### src/lvrf_pkg.sv
// lvrf_pkg: constants and types of the low voltage reset filter
// assumes one 25 MHz clock and a plain strobe register port
package lvrf_pkg;
  // ==================================================
  // register port
  localparam int unsigned AW = 3;
  localparam int unsigned DW = 8;
  localparam logic [2:0] ADDR_STATUS_CTRL = 3'h0;
  localparam logic [2:0] ADDR_CONFIG      = 3'h1;
  localparam logic [2:0] ADDR_EVT_STATUS  = 3'h2;
  localparam logic [2:0] ADDR_EVT_MASK    = 3'h3;
  // ==================================================
  // field positions
  localparam int unsigned BIT_TRIP_SEL  = 0; // status_control
  localparam int unsigned BIT_UV_FLAG   = 7; // status_control
  localparam int unsigned BIT_PWR_EN    = 0; // config
  localparam int unsigned BIT_RST_EN    = 1; // config
  localparam int unsigned BIT_EVT_FLAG  = 0; // event status / mask
  localparam int unsigned BIT_EVT_RESET = 1; // event status / mask
  // ==================================================
  // reset values
  localparam logic       RST_TRIP_SEL = 1'h0;
  localparam logic       RST_PWR_EN   = 1'h1;
  localparam logic       RST_RST_EN   = 1'h1;
  localparam logic [1:0] RST_EVT_MASK = 2'h0;
  // ==================================================
  // filter timing in oscillator_clock cycles
  localparam int unsigned CNT_W       = 6;
  localparam logic [5:0]  RST_CYCLES  = 6'h09; // nine consecutive
  localparam logic [5:0]  FLAG_CYCLES = 6'h24; // 36, inside 32..40
  localparam logic [5:0]  CNT_MAX     = 6'h3f;
  // ==================================================
  // types
  typedef enum logic [2:0] {
    ST_OFF   = 3'h1,
    ST_WATCH = 3'h2,
    ST_RESET = 3'h4
  } lvrf_state_t;
  typedef struct packed {
    logic rst_en;
    logic pwr_en;
  } lvrf_cfg_t;
  typedef struct packed {
    logic above_recovery;
    logic below_trip;
  } lvrf_cmp_t;
endpackage

### src/lvrf_top.sv
// lvrf_top: digital filter of the supply voltage_monitor
// assumes synchronous comparator inputs and a strobe register port
//
// How it works
// monitor enable bit is one straight out of reset
// monitor acts only while monitor_power_enable is one
// reset after nine consecutive below-trip cycles, shorter dips ignored
// reset held until one cycle above recovery level
// undervoltage_flag set after 36 below cycles, inside 32 to 40
// flag zero above recovery, held between trip and recovery
// flag cleared by reset, writes to it ignored
// external reset pin driven low during monitor reset
// polled use: power on, reset off, software reads flag
// 10 percent level after reset, one selects 5 percent
// trip_tolerance_select read/write, cleared by reset
// changing tolerance resets if supply below new trip level
// interrupt request only from unmasked flag and reset events, both masked after reset
// monitor runs in wait mode, its reset wakes the system
// monitor runs in stop mode, its reset wakes the system
// two comparator inputs, counter cleared when below-trip drops
//
// Design decisions made here: the register addresses and strobed register access.
`timescale 1ns/1ps
module lvrf_top (
  // clock and reset
  input  wire logic                   i_clk,
  input  wire logic                   i_sys_rst,
  // register port
  input  wire logic [lvrf_pkg::AW-1:0] i_addr,
  input  wire logic [lvrf_pkg::DW-1:0] i_wdata,
  input  wire logic                   i_wr,
  input  wire logic                   i_rd,
  output logic      [lvrf_pkg::DW-1:0] o_rdata,
  // analog comparator
  input  wire logic                   i_below_trip,
  input  wire logic                   i_above_recovery,
  output logic                        o_trip_select,
  output logic                        o_cmp_power,
  // low power modes
  input  wire logic                   i_wait_mode,
  input  wire logic                   i_stop_mode,
  output logic                        o_wake_req,
  // reset outputs
  output logic                        o_lv_reset,
  output logic                        o_rst_pin_out,
  output logic                        o_rst_pin_oe,
  // event line
  output logic                        o_irq
);
  // ==================================================
  // state
  lvrf_pkg::lvrf_state_t state, next_state;
  lvrf_pkg::lvrf_cfg_t   cfg, next_cfg;
  lvrf_pkg::lvrf_cmp_t   cmp;
  logic [lvrf_pkg::CNT_W-1:0] cnt, next_cnt;
  logic       uv_flag, next_uv_flag;
  logic       trip_sel, next_trip_sel;
  logic [1:0] evt, next_evt;
  logic [1:0] evt_mask, next_evt_mask;
  logic [7:0] next_rdata;
  logic       next_lv_reset;
  logic       flag_rise;
  logic       reset_rise;

  // saturating increment
  function automatic logic [lvrf_pkg::CNT_W-1:0] sat_inc(
    input logic [lvrf_pkg::CNT_W-1:0] v);
    sat_inc = (v == lvrf_pkg::CNT_MAX) ? v : v + 6'h01;
  endfunction

  // address match of a strobe
  function automatic logic hit(input logic s, input logic [2:0] a,
                               input logic [2:0] k);
    hit = s && (a == k);
  endfunction

  assign cmp.below_trip     = i_below_trip;
  assign cmp.above_recovery = i_above_recovery;

  // ==================================================
  // filter state machine
  always_comb begin
    next_state   = state;
    next_cnt     = cnt;
    next_uv_flag = uv_flag;
    case (state)
      lvrf_pkg::ST_OFF: begin
        next_cnt = 6'h00;
        if (cfg.pwr_en) begin
          next_state = lvrf_pkg::ST_WATCH;
        end
      end
      lvrf_pkg::ST_WATCH: begin
        // consecutive below count, cleared on any gap
        next_cnt = cmp.below_trip ? sat_inc(cnt) : 6'h00;
        if (cmp.below_trip && sat_inc(cnt) >= lvrf_pkg::FLAG_CYCLES) begin
          next_uv_flag = 1'b1;
        end else if (cmp.above_recovery) begin
          next_uv_flag = 1'b0;
        end
        // trip level follows the select bit, so R12 needs no extra path
        if (cmp.below_trip && cfg.rst_en &&
            sat_inc(cnt) >= lvrf_pkg::RST_CYCLES) begin
          next_state = lvrf_pkg::ST_RESET;
        end
        if (!cfg.pwr_en) begin
          next_state = lvrf_pkg::ST_OFF;
          // a powered-down monitor leaves the flag alone
          next_uv_flag = uv_flag;
          next_cnt   = 6'h00;
        end
      end
      lvrf_pkg::ST_RESET: begin
        next_cnt = cmp.below_trip ? sat_inc(cnt) : 6'h00;
        if (cmp.below_trip && sat_inc(cnt) >= lvrf_pkg::FLAG_CYCLES) begin
          next_uv_flag = 1'b1;
        end else if (cmp.above_recovery) begin
          next_uv_flag = 1'b0;
        end
        if (cmp.above_recovery || !cfg.rst_en) begin
          next_state = lvrf_pkg::ST_WATCH;
        end
        if (!cfg.pwr_en) begin
          next_state = lvrf_pkg::ST_OFF;
          next_cnt   = 6'h00;
          // a powered-down monitor leaves the flag alone
          next_uv_flag = uv_flag;
        end
      end
      default: begin
        next_state = lvrf_pkg::ST_OFF;
        next_cnt   = 6'h00;
      end
    endcase
  end

  // filter registers
  always_ff @(posedge i_clk) begin
    if (i_sys_rst) begin
      state   <= lvrf_pkg::ST_OFF;
      cnt     <= 6'h00;
      uv_flag <= 1'b0;
    end else begin
      state   <= next_state;
      cnt     <= next_cnt;
      uv_flag <= next_uv_flag;
    end
  end

  // ==================================================
  // register file and events
  assign flag_rise  = next_uv_flag && !uv_flag;
  assign reset_rise = (next_state == lvrf_pkg::ST_RESET) &&
                      (state != lvrf_pkg::ST_RESET);

  always_comb begin
    next_cfg      = cfg;
    next_trip_sel = trip_sel;
    next_evt_mask = evt_mask;
    next_evt      = evt;
    next_rdata    = 8'h00;
    // writes; the flag bit is not writable
    if (hit(i_wr, i_addr, lvrf_pkg::ADDR_STATUS_CTRL)) begin
      next_trip_sel = i_wdata[lvrf_pkg::BIT_TRIP_SEL];
    end
    if (hit(i_wr, i_addr, lvrf_pkg::ADDR_CONFIG)) begin
      next_cfg.pwr_en = i_wdata[lvrf_pkg::BIT_PWR_EN];
      next_cfg.rst_en = i_wdata[lvrf_pkg::BIT_RST_EN];
    end
    if (hit(i_wr, i_addr, lvrf_pkg::ADDR_EVT_MASK)) begin
      next_evt_mask = i_wdata[1:0];
    end
    // reads; event status clears on read
    case (i_addr)
      lvrf_pkg::ADDR_STATUS_CTRL: begin
        next_rdata[lvrf_pkg::BIT_TRIP_SEL] = trip_sel;
        next_rdata[lvrf_pkg::BIT_UV_FLAG]  = uv_flag;
      end
      lvrf_pkg::ADDR_CONFIG: begin
        next_rdata[lvrf_pkg::BIT_PWR_EN] = cfg.pwr_en;
        next_rdata[lvrf_pkg::BIT_RST_EN] = cfg.rst_en;
      end
      lvrf_pkg::ADDR_EVT_STATUS: next_rdata[1:0] = evt;
      lvrf_pkg::ADDR_EVT_MASK:   next_rdata[1:0] = evt_mask;
      default:                   next_rdata = 8'h00;
    endcase
    if (!i_rd) begin
      next_rdata = 8'h00;
    end
    if (hit(i_rd, i_addr, lvrf_pkg::ADDR_EVT_STATUS)) begin
      next_evt = 2'h0;
    end
    // a set in the clearing cycle wins
    if (flag_rise) begin
      next_evt[lvrf_pkg::BIT_EVT_FLAG] = 1'b1;
    end
    if (reset_rise) begin
      next_evt[lvrf_pkg::BIT_EVT_RESET] = 1'b1;
    end
  end

  assign next_lv_reset = (next_state == lvrf_pkg::ST_RESET);

  // register file and output registers
  always_ff @(posedge i_clk) begin
    if (i_sys_rst) begin
      cfg.pwr_en    <= lvrf_pkg::RST_PWR_EN;
      cfg.rst_en    <= lvrf_pkg::RST_RST_EN;
      trip_sel      <= lvrf_pkg::RST_TRIP_SEL;
      evt           <= 2'h0;
      evt_mask      <= lvrf_pkg::RST_EVT_MASK;
      o_rdata       <= 8'h00;
      o_trip_select <= lvrf_pkg::RST_TRIP_SEL;
      o_cmp_power   <= lvrf_pkg::RST_PWR_EN;
      o_lv_reset    <= 1'b0;
      o_rst_pin_out <= 1'b0;
      o_rst_pin_oe  <= 1'b0;
      o_wake_req    <= 1'b0;
      o_irq         <= 1'b0;
    end else begin
      cfg           <= next_cfg;
      trip_sel      <= next_trip_sel;
      evt           <= next_evt;
      evt_mask      <= next_evt_mask;
      o_rdata       <= next_rdata;
      o_trip_select <= next_trip_sel;
      o_cmp_power   <= next_cfg.pwr_en;
      o_lv_reset    <= next_lv_reset;
      o_rst_pin_out <= 1'b0;
      o_rst_pin_oe  <= next_lv_reset;
      o_wake_req    <= next_lv_reset &&
                       (i_wait_mode || i_stop_mode);
      o_irq         <= |(next_evt & next_evt_mask);
    end
  end
endmodule

### config.mk
export PLATFORM = sky130hd
export DESIGN_NAME = lvrf_top
export DESIGN_NICKNAME = d
export VERILOG_FILES = /design/src/lvrf_pkg.sv /design/src/lvrf_top.sv
export SDC_FILE = /design/constraint.sdc
export NUM_CORES = 1
export LEC_CHECK = 0
export BUFFER_PORTS_ARGS = -buffer_cell sky130_fd_sc_hd__buf_4
export CAP_MARGIN = 10
export CORE_MARGIN = 2
export CORE_UTILIZATION = 40
export CTS_CLUSTER_SIZE = 20
export DETAILED_ROUTE_END_ITERATION = 8
export GPL_ROUTABILITY_DRIVEN = 1
export GPL_TIMING_DRIVEN = 0
export PLACE_DENSITY = 0.61
export SYNTH_ARGS = -nofsm -noshare
export SYNTH_HDL_FRONTEND = slang
export SYNTH_SLANG_ARGS = --single-unit
### constraint.sdc
create_clock -name i_clk -period 2.3 [get_ports i_clk]
set_input_delay 0.69 -clock i_clk [delete_from_list [all_inputs] [get_ports i_clk]]
set_output_delay 0.69 -clock i_clk [all_outputs]
set_load 0.05 [all_outputs]
==> results.toml, run 1 <==
[pwr]
p_sw_share_pct = 30.9
power.clock.fraction_pct = 23.2
power.combinational.fraction_pct = 21.8
sequential_fraction_of_design_power_pct = 55.0
power_density_nw_per_um2 = 547
power.leakage_nw = 0.637
vdd.ir_drop.worst_mv = 0.378
netSwitchingPower_uw = 257
internal-power_uw = 576

[drt]
avgRoutedWirePerCell_microns = 11.9
vias = 1081
remaining_drc_errors = 0
route.antenna.remaining_nets = 0
viasPerCell = 4.94
initialDrtViolationCount = 27
total_length_of_routed_wires_mm = 2.61
drtPass1Iterations = 4

[placement]
detailedPlace.worstSlack_ns = 0.307
place.detailed.hpwl_mm = 1.99
dpl.cell_count = 215
place.gp.congestion = 0.804
placed_cell_area_sq_um = 1490
port-buffer-count = 19

[finish]
number_of_diodes = 0
post-route-util_pct = 49.8
syn2layout_area_growth_pct = 19.1
post_layout_inst_area_sq_um = 1520
final_layout_size_suffix_gt1_share_pct = 26.9
post_layout_nonfiller_instances = 219
nNetsFinal = 197

[synth]
synth.yosys.seq_area_share_pct = 36.0
post_synth_edffs = 0
netlist_instances = 147
yosysWarnings = 0
synth_top_flop_cell = "sky130_fd_sc_hd__dfxtp_1"
synthArstFlopShare_pct = 0
synthesis.area_sq_um = 1280
netlist-cell-type-count = 47
synthesized_flop_and_latch_total = 23
avgSynthCellArea_sq_um = 8.69

[sta]
setup_violations = 0
finalWorstSetupSlack_ns = 0.288
grt_setup_unrepaired = "false"
fin_worst_skew_ns = 0.00796
timing.final.max_slew_violations = 0
final_min_period_over_clock_period_pct = 87.5
min_period_ns = 2.01
achievable_clock_frequency_mhz = 497
final-hold-violation-count = 0
setup_total_negative_slack_ns = 0

[clock_network]
tritoncts_buffers = 3
tritoncts = "done"
post-cts-setup-buffers = 0
clk_pin_slew_ns = 0.14
postCtsHoldBufs = 0
clockRootBuffer = "sky130_fd_sc_hd__clkbuf_4"
clock_path_buffers = 2
htree_num_levels = 1
clkLatencyLatePin_ns = 0.31
tritoncts_num_sinks = 23
post_cts_resized = 0

[grt]
global_route.overflow_total = 0
grt_first_pass_wirelength_mm = 4.58
antenna_found_initial = 0
maximum_number_of_pins_on_one_net_before_global_route_repair = 14
grt_pass1_vias = 1030
global_route.usage.total_pct = 16.7

[critical_path]
worst_setup_path_end_kind = "flop"
crit_fanout = 5
worst-endpoint-arrival_ns = 2.21
cp.required_ns = 2.50
criticalPathCategory = "flop to flop"
setup.worst_path.start_class = "flop"

[floorplanning]
fp.dieArea_sq_um = 3660
die_width_microns = 60.5
initial_utilization_pct = 41.8
std_cell_rows = 20
fp.dieH_microns = 60.5
design.core.area_sq_um = 3050
io-pin-count = 34

[min_path]
type_of_the_tightest_min_delay_check = "flop to flop"

[run]
drv_cap = 0

[run_status]
result_of_the_run = "complete, no violations"
## final cells by class
type | instances | area (sq um)
sequential | 23 | 460
clock buffer | 3 | 22.5
buffer | 12 | 83.8
clock inverter | 1 | 5.00
timing repair buffer | 19 | 143
multi-input combinational | 111 | 729
inverter | 6 | 22.5
tap | 44 | 55.1
fill | 319 | 1530
## worst paths after layout
path | startpoint | depth (start not counted) | to | slack, ns
worst min-delay path | uv_flag | 2 | uv_flag | 0.50
worst max-delay path | cnt[0] | 7 | o_irq | 0.29
worst min register to register | uv_flag | 2 | uv_flag | 0.50
worst max register to register | cnt[0] | 7 | o_irq | 0.29
## logic make-up after synthesis
group,synth area share [%]
buf+inv,8.33
compound gates,14.1
mux,5.78
flops,36.0
xor+xnor,3.43
simple gates,30.1
fa+ha+maj,1.96
other cells,0.294
## Yosys cell counts (2+ instances only)
| cell | n | area share [%] |
|---|---|---|
| sky130_fd_sc_hd__nand2_1 | 12 | 3.5 |
| sky130_fd_sc_hd__nand4b_1 | 3 | 2.1 |
| sky130_fd_sc_hd__nor4_1 | 2 | 0.98 |
| sky130_fd_sc_hd__a31oi_1 | 2 | 0.98 |
| sky130_fd_sc_hd__inv_1 | 6 | 1.8 |
| sky130_fd_sc_hd__mux2i_1 | 4 | 3.1 |
| sky130_fd_sc_hd__nor2b_1 | 5 | 2.4 |
| sky130_fd_sc_hd__o22ai_1 | 2 | 0.98 |
| sky130_fd_sc_hd__nor3_1 | 2 | 0.78 |
| sky130_fd_sc_hd__ha_1 | 2 | 2.0 |
| sky130_fd_sc_hd__o21ai_0 | 3 | 1.2 |
| sky130_fd_sc_hd__clkbuf_1 | 2 | 0.59 |
| sky130_fd_sc_hd__dfxtp_1 | 23 | 36 |
| sky130_fd_sc_hd__a21o_1 | 2 | 1.2 |
| sky130_fd_sc_hd__nand2b_1 | 2 | 0.98 |
| sky130_fd_sc_hd__a211o_1 | 2 | 1.4 |
| sky130_fd_sc_hd__xnor2_1 | 4 | 2.7 |
| sky130_fd_sc_hd__nor2_1 | 19 | 5.6 |
| sky130_fd_sc_hd__buf_4 | 8 | 4.7 |
| sky130_fd_sc_hd__nand3_1 | 4 | 1.6 |
| sky130_fd_sc_hd__a21oi_1 | 6 | 2.4 |
| sky130_fd_sc_hd__nor3b_1 | 3 | 1.8 |
| sky130_fd_sc_hd__or2_2 | 3 | 1.5 |
| sky130_fd_sc_hd__a211oi_1 | 3 | 1.8 |
## sequential cells by signal, summed over array words and instances, names as in the netlist
signal / cells
o_wake_req: 1
state: 3
cnt: 6
uv_flag: 1
o_rst_pin_oe: 1
trip_sel: 1
o_irq: 1
o_rdata: 3
evt: 2
evt_mask: 2
cfg: 2
## power groups by stage
stage | clock network (mW) | logic, mW | registers [mW]
after floorplan | 0 | 0.141 | 0.463
after global placement | 0 | 0.176 | 0.463
after detailed placement | 0 | 0.181 | 0.467
after CTS | 0.201 | 0.182 | 0.457
after global routing | 0.222 | 0.201 | 0.464
final | 0.193 | 0.182 | 0.458
## routing by layer
layer	GRT usage [%]	wire (microns)	part of all wire, %
met5	0	0	0
met4	7.45	21	0.80
met3	2.99	130	5.0
met2	26.4	1230	47
met1	22.3	1230	47
## worst max-delay path, cell delays in order, from the launching register on
cell                       delay, ns
sky130_fd_sc_hd__dfxtp_1        0.42
sky130_fd_sc_hd__inv_1          0.09
sky130_fd_sc_hd__ha_1           0.31
sky130_fd_sc_hd__or3b_1         0.41
sky130_fd_sc_hd__o22ai_1        0.14
sky130_fd_sc_hd__a22oi_1        0.13
sky130_fd_sc_hd__o21ai_2        0.27
sky130_fd_sc_hd__o221ai_2       0.12
## placed cells by master (no fill, tap or decap), types with 2 or more instances in the layout
cell,instances
sky130_fd_sc_hd__a211o_1,2
sky130_fd_sc_hd__a211oi_1,3
sky130_fd_sc_hd__a21o_1,2
sky130_fd_sc_hd__a21oi_1,6
sky130_fd_sc_hd__a31oi_1,2
sky130_fd_sc_hd__buf_4,27
sky130_fd_sc_hd__clkbuf_1,2
sky130_fd_sc_hd__clkbuf_4,3
sky130_fd_sc_hd__conb_1,6
sky130_fd_sc_hd__dfxtp_1,23
sky130_fd_sc_hd__ha_1,2
sky130_fd_sc_hd__inv_1,6
sky130_fd_sc_hd__mux2i_1,4
sky130_fd_sc_hd__nand2_1,12
sky130_fd_sc_hd__nand2b_1,2
sky130_fd_sc_hd__nand3_1,4
sky130_fd_sc_hd__nand4b_1,3
sky130_fd_sc_hd__nor2_1,19
sky130_fd_sc_hd__nor2b_1,5
sky130_fd_sc_hd__nor3_1,2
sky130_fd_sc_hd__nor3b_1,3
sky130_fd_sc_hd__nor4_1,2
sky130_fd_sc_hd__o21ai_0,3
sky130_fd_sc_hd__o22ai_1,2
sky130_fd_sc_hd__or2_2,3
sky130_fd_sc_hd__xnor2_1,4
## metrics by stage
step	power [mW]	hold WS [ns]
2_1_floorplan	0.603	0.458
3_3_place_gp	0.639	0.473
3_5_place_dp	0.648	0.486
4_1_cts	0.841	0.504
5_1_grt	0.887	0.537
6_report	0.833	0.500
Note: power is estimated with default switching activity, not from simulation.
==> run 2, diff against run 1 <==
--- a/config.mk
+++ b/config.mk
@@ -7,13 +7,15 @@
 export LEC_CHECK = 0
 export BUFFER_PORTS_ARGS = -buffer_cell sky130_fd_sc_hd__buf_4
 export CAP_MARGIN = 10
+export CELL_PAD_IN_SITES_DETAIL_PLACEMENT = 1
+export CELL_PAD_IN_SITES_GLOBAL_PLACEMENT = 2
 export CORE_MARGIN = 2
-export CORE_UTILIZATION = 40
+export CORE_UTILIZATION = 30
 export CTS_CLUSTER_SIZE = 20
 export DETAILED_ROUTE_END_ITERATION = 8
 export GPL_ROUTABILITY_DRIVEN = 1
 export GPL_TIMING_DRIVEN = 0
-export PLACE_DENSITY = 0.61
+export PLACE_DENSITY = 0.76
 export SYNTH_ARGS = -nofsm -noshare
 export SYNTH_HDL_FRONTEND = slang
 export SYNTH_SLANG_ARGS = --single-unit
==> results.toml, run 2 (same netlist as run 1, synthesis figures left out) <==
[drt]
met2_wirelength_mm = 1.44
avgRoutedWirePerCell_microns = 13.1
viasPerCell = 4.88
total_length_of_routed_wires_mm = 2.95
drtPass1Iterations = 4
vias = 1099
met1_length_mm = 1.41
remaining_drc_errors = 0
top_layer_used_by_detailed_routing = "met4"
route.met3.wl_microns = 72
route.antenna.remaining_nets = 0
initialDrtViolationCount = 40

[critical_path]
criticalPathCategory = "flop to flop"
cp.required_ns = 2.44
r2r-end = "o_irq"
crit_fanout = 5
critPathCapture = "o_irq"
worst_setup_path_startpoint = "cnt[0]"
worst-endpoint-arrival_ns = 2.17
setup_slack_of_the_worst_register_to_register_path_ns = 0.27
setup.worst_path.start_class = "flop"
worst_setup_path_end_kind = "flop"
rr_startpoint = "cnt[0]"
r2r_cells = 7

[sta]
min_period_ns = 2.03
setup_violations = 0
finalWorstSetupSlack_ns = 0.270
final_min_period_over_clock_period_pct = 88.3
fin_worst_skew_ns = 0.00319
grt_setup_unrepaired = "false"
setup_total_negative_slack_ns = 0
final-hold-violation-count = 0
timing.final.max_slew_violations = 0
worst_hold_slack_ns = 0.517
achievable_clock_frequency_mhz = 493

[floorplanning]
fp.dieH_microns = 69.3
initial_utilization_pct = 31.5
die_width_microns = 69.3
io-pin-count = 34
design.core.area_sq_um = 4060
fp.dieArea_sq_um = 4800
std_cell_rows = 23

[clock_network]
post-cts-setup-buffers = 0
post_cts_resized = 0
tritoncts_num_sinks = 23
clockRootBuffer = "sky130_fd_sc_hd__clkbuf_8"
clkLatencyLatePin_ns = 0.26
clk_pin_slew_ns = 0.08
htree_num_levels = 1
clock_path_buffers = 2
tritoncts_buffers = 3
tritoncts = "done"
postCtsHoldBufs = 0

[run]
drv_cap = 0

[run_status]
result_of_the_run = "complete, no violations"

[grt]
grt_pass1_vias = 1088
global_route.overflow_total = 0
antenna_found_initial = 0
global_route.usage.total_pct = 12.8
maximum_number_of_pins_on_one_net_before_global_route_repair = 14
grt_first_pass_wirelength_mm = 4.96

[finish]
syn2layout_area_growth_pct = 21.2
nNetsFinal = 197
final_layout_size_suffix_gt1_share_pct = 26.9
reg.largest.list = "cnt (6), o_rdata (3), state (3)"
largest_register_ff_count = 6
registers.top_by_ff_count = "cnt"
number_of_diodes = 0
layout.cells.most_common_list = "sky130_fd_sc_hd__buf_4 (27), sky130_fd_sc_hd__dfxtp_1 (23), sky130_fd_sc_hd__nor2_1 (19)"
num-fill-cells = 493
layout_commonest_cell = "sky130_fd_sc_hd__buf_4"

[min_path]
type_of_the_tightest_min_delay_check = "flop to flop"

[pwr]
vdd.ir_drop.worst_mv = 0.313
power.leakage_nw = 0.645
total_power_uw = 897
power_density_nw_per_um2 = 580

[placement]
place.detailed.hpwl_mm = 2.30
port-buffer-count = 19
place.gp.congestion = 0.769
detailedPlace.worstSlack_ns = 0.269
-- run 2: cell counts in the layout (fill, tap and decap cells not counted) --
Identical to the previous run, type by type.
-- run 2: worst min-delay path by stage --
stage,start,endpoint,slack [ns],cells after the start
after floorplan,uv_flag,uv_flag,0.46,2
after global placement,uv_flag,uv_flag,0.48,2
after detailed placement,uv_flag,uv_flag,0.49,2
after CTS,uv_flag,uv_flag,0.51,2
after global routing,cnt[1],cnt[1],0.55,2
final,uv_flag,uv_flag,0.52,2
-- run 2: cell type report --
class / count / area (sq um) / area share [%]
timing repair buffer: 19 / 143 / 9.22
inverter: 6 / 22.5 / 1.46
buffer: 12 / 83.8 / 5.42
clock inverter: 1 / 5.00 / 0.323
clock buffer: 3 / 41.3 / 2.67
sequential: 23 / 460 / 29.7
multi-input combinational: 111 / 729 / 47.1
tap: 50 / 62.6 / 4.04
-- run 2: where the power goes --
part | switching [mW] | internal [mW]
sequential | 0.0358 | 0.421
combinational | 0.0976 | 0.0895
clock | 0.132 | 0.121
-- run 2: metal layers --
layer | vias up | global-route usage, %
li1 | 557 | -
met1 | 525 | 16.2
met2 | 15 | 22.0
met3 | 2 | 3.05
met4 | 0 | 2.61
met5 | - | 0
-- run 2: worst max-delay path, stage by stage (launching register included) --
cell	delay, ns
sky130_fd_sc_hd__dfxtp_1	0.39
sky130_fd_sc_hd__inv_1	0.09
sky130_fd_sc_hd__ha_1	0.31
sky130_fd_sc_hd__or3b_1	0.41
sky130_fd_sc_hd__o22ai_1	0.15
sky130_fd_sc_hd__a22oi_1	0.13
sky130_fd_sc_hd__o21ai_2	0.29
sky130_fd_sc_hd__o221ai_2	0.13
-- run 2: through the flow --
step / utilization (%) / cells / area, sq um
floorplan: - / 152 / 1300
finish: 38.1 / 225 / 1550
global route: 38.1 / 225 / 1550
global placement: 37.0 / 221 / 1500
detailed placement: 37.0 / 221 / 1500
CTS: 38.1 / 225 / 1550
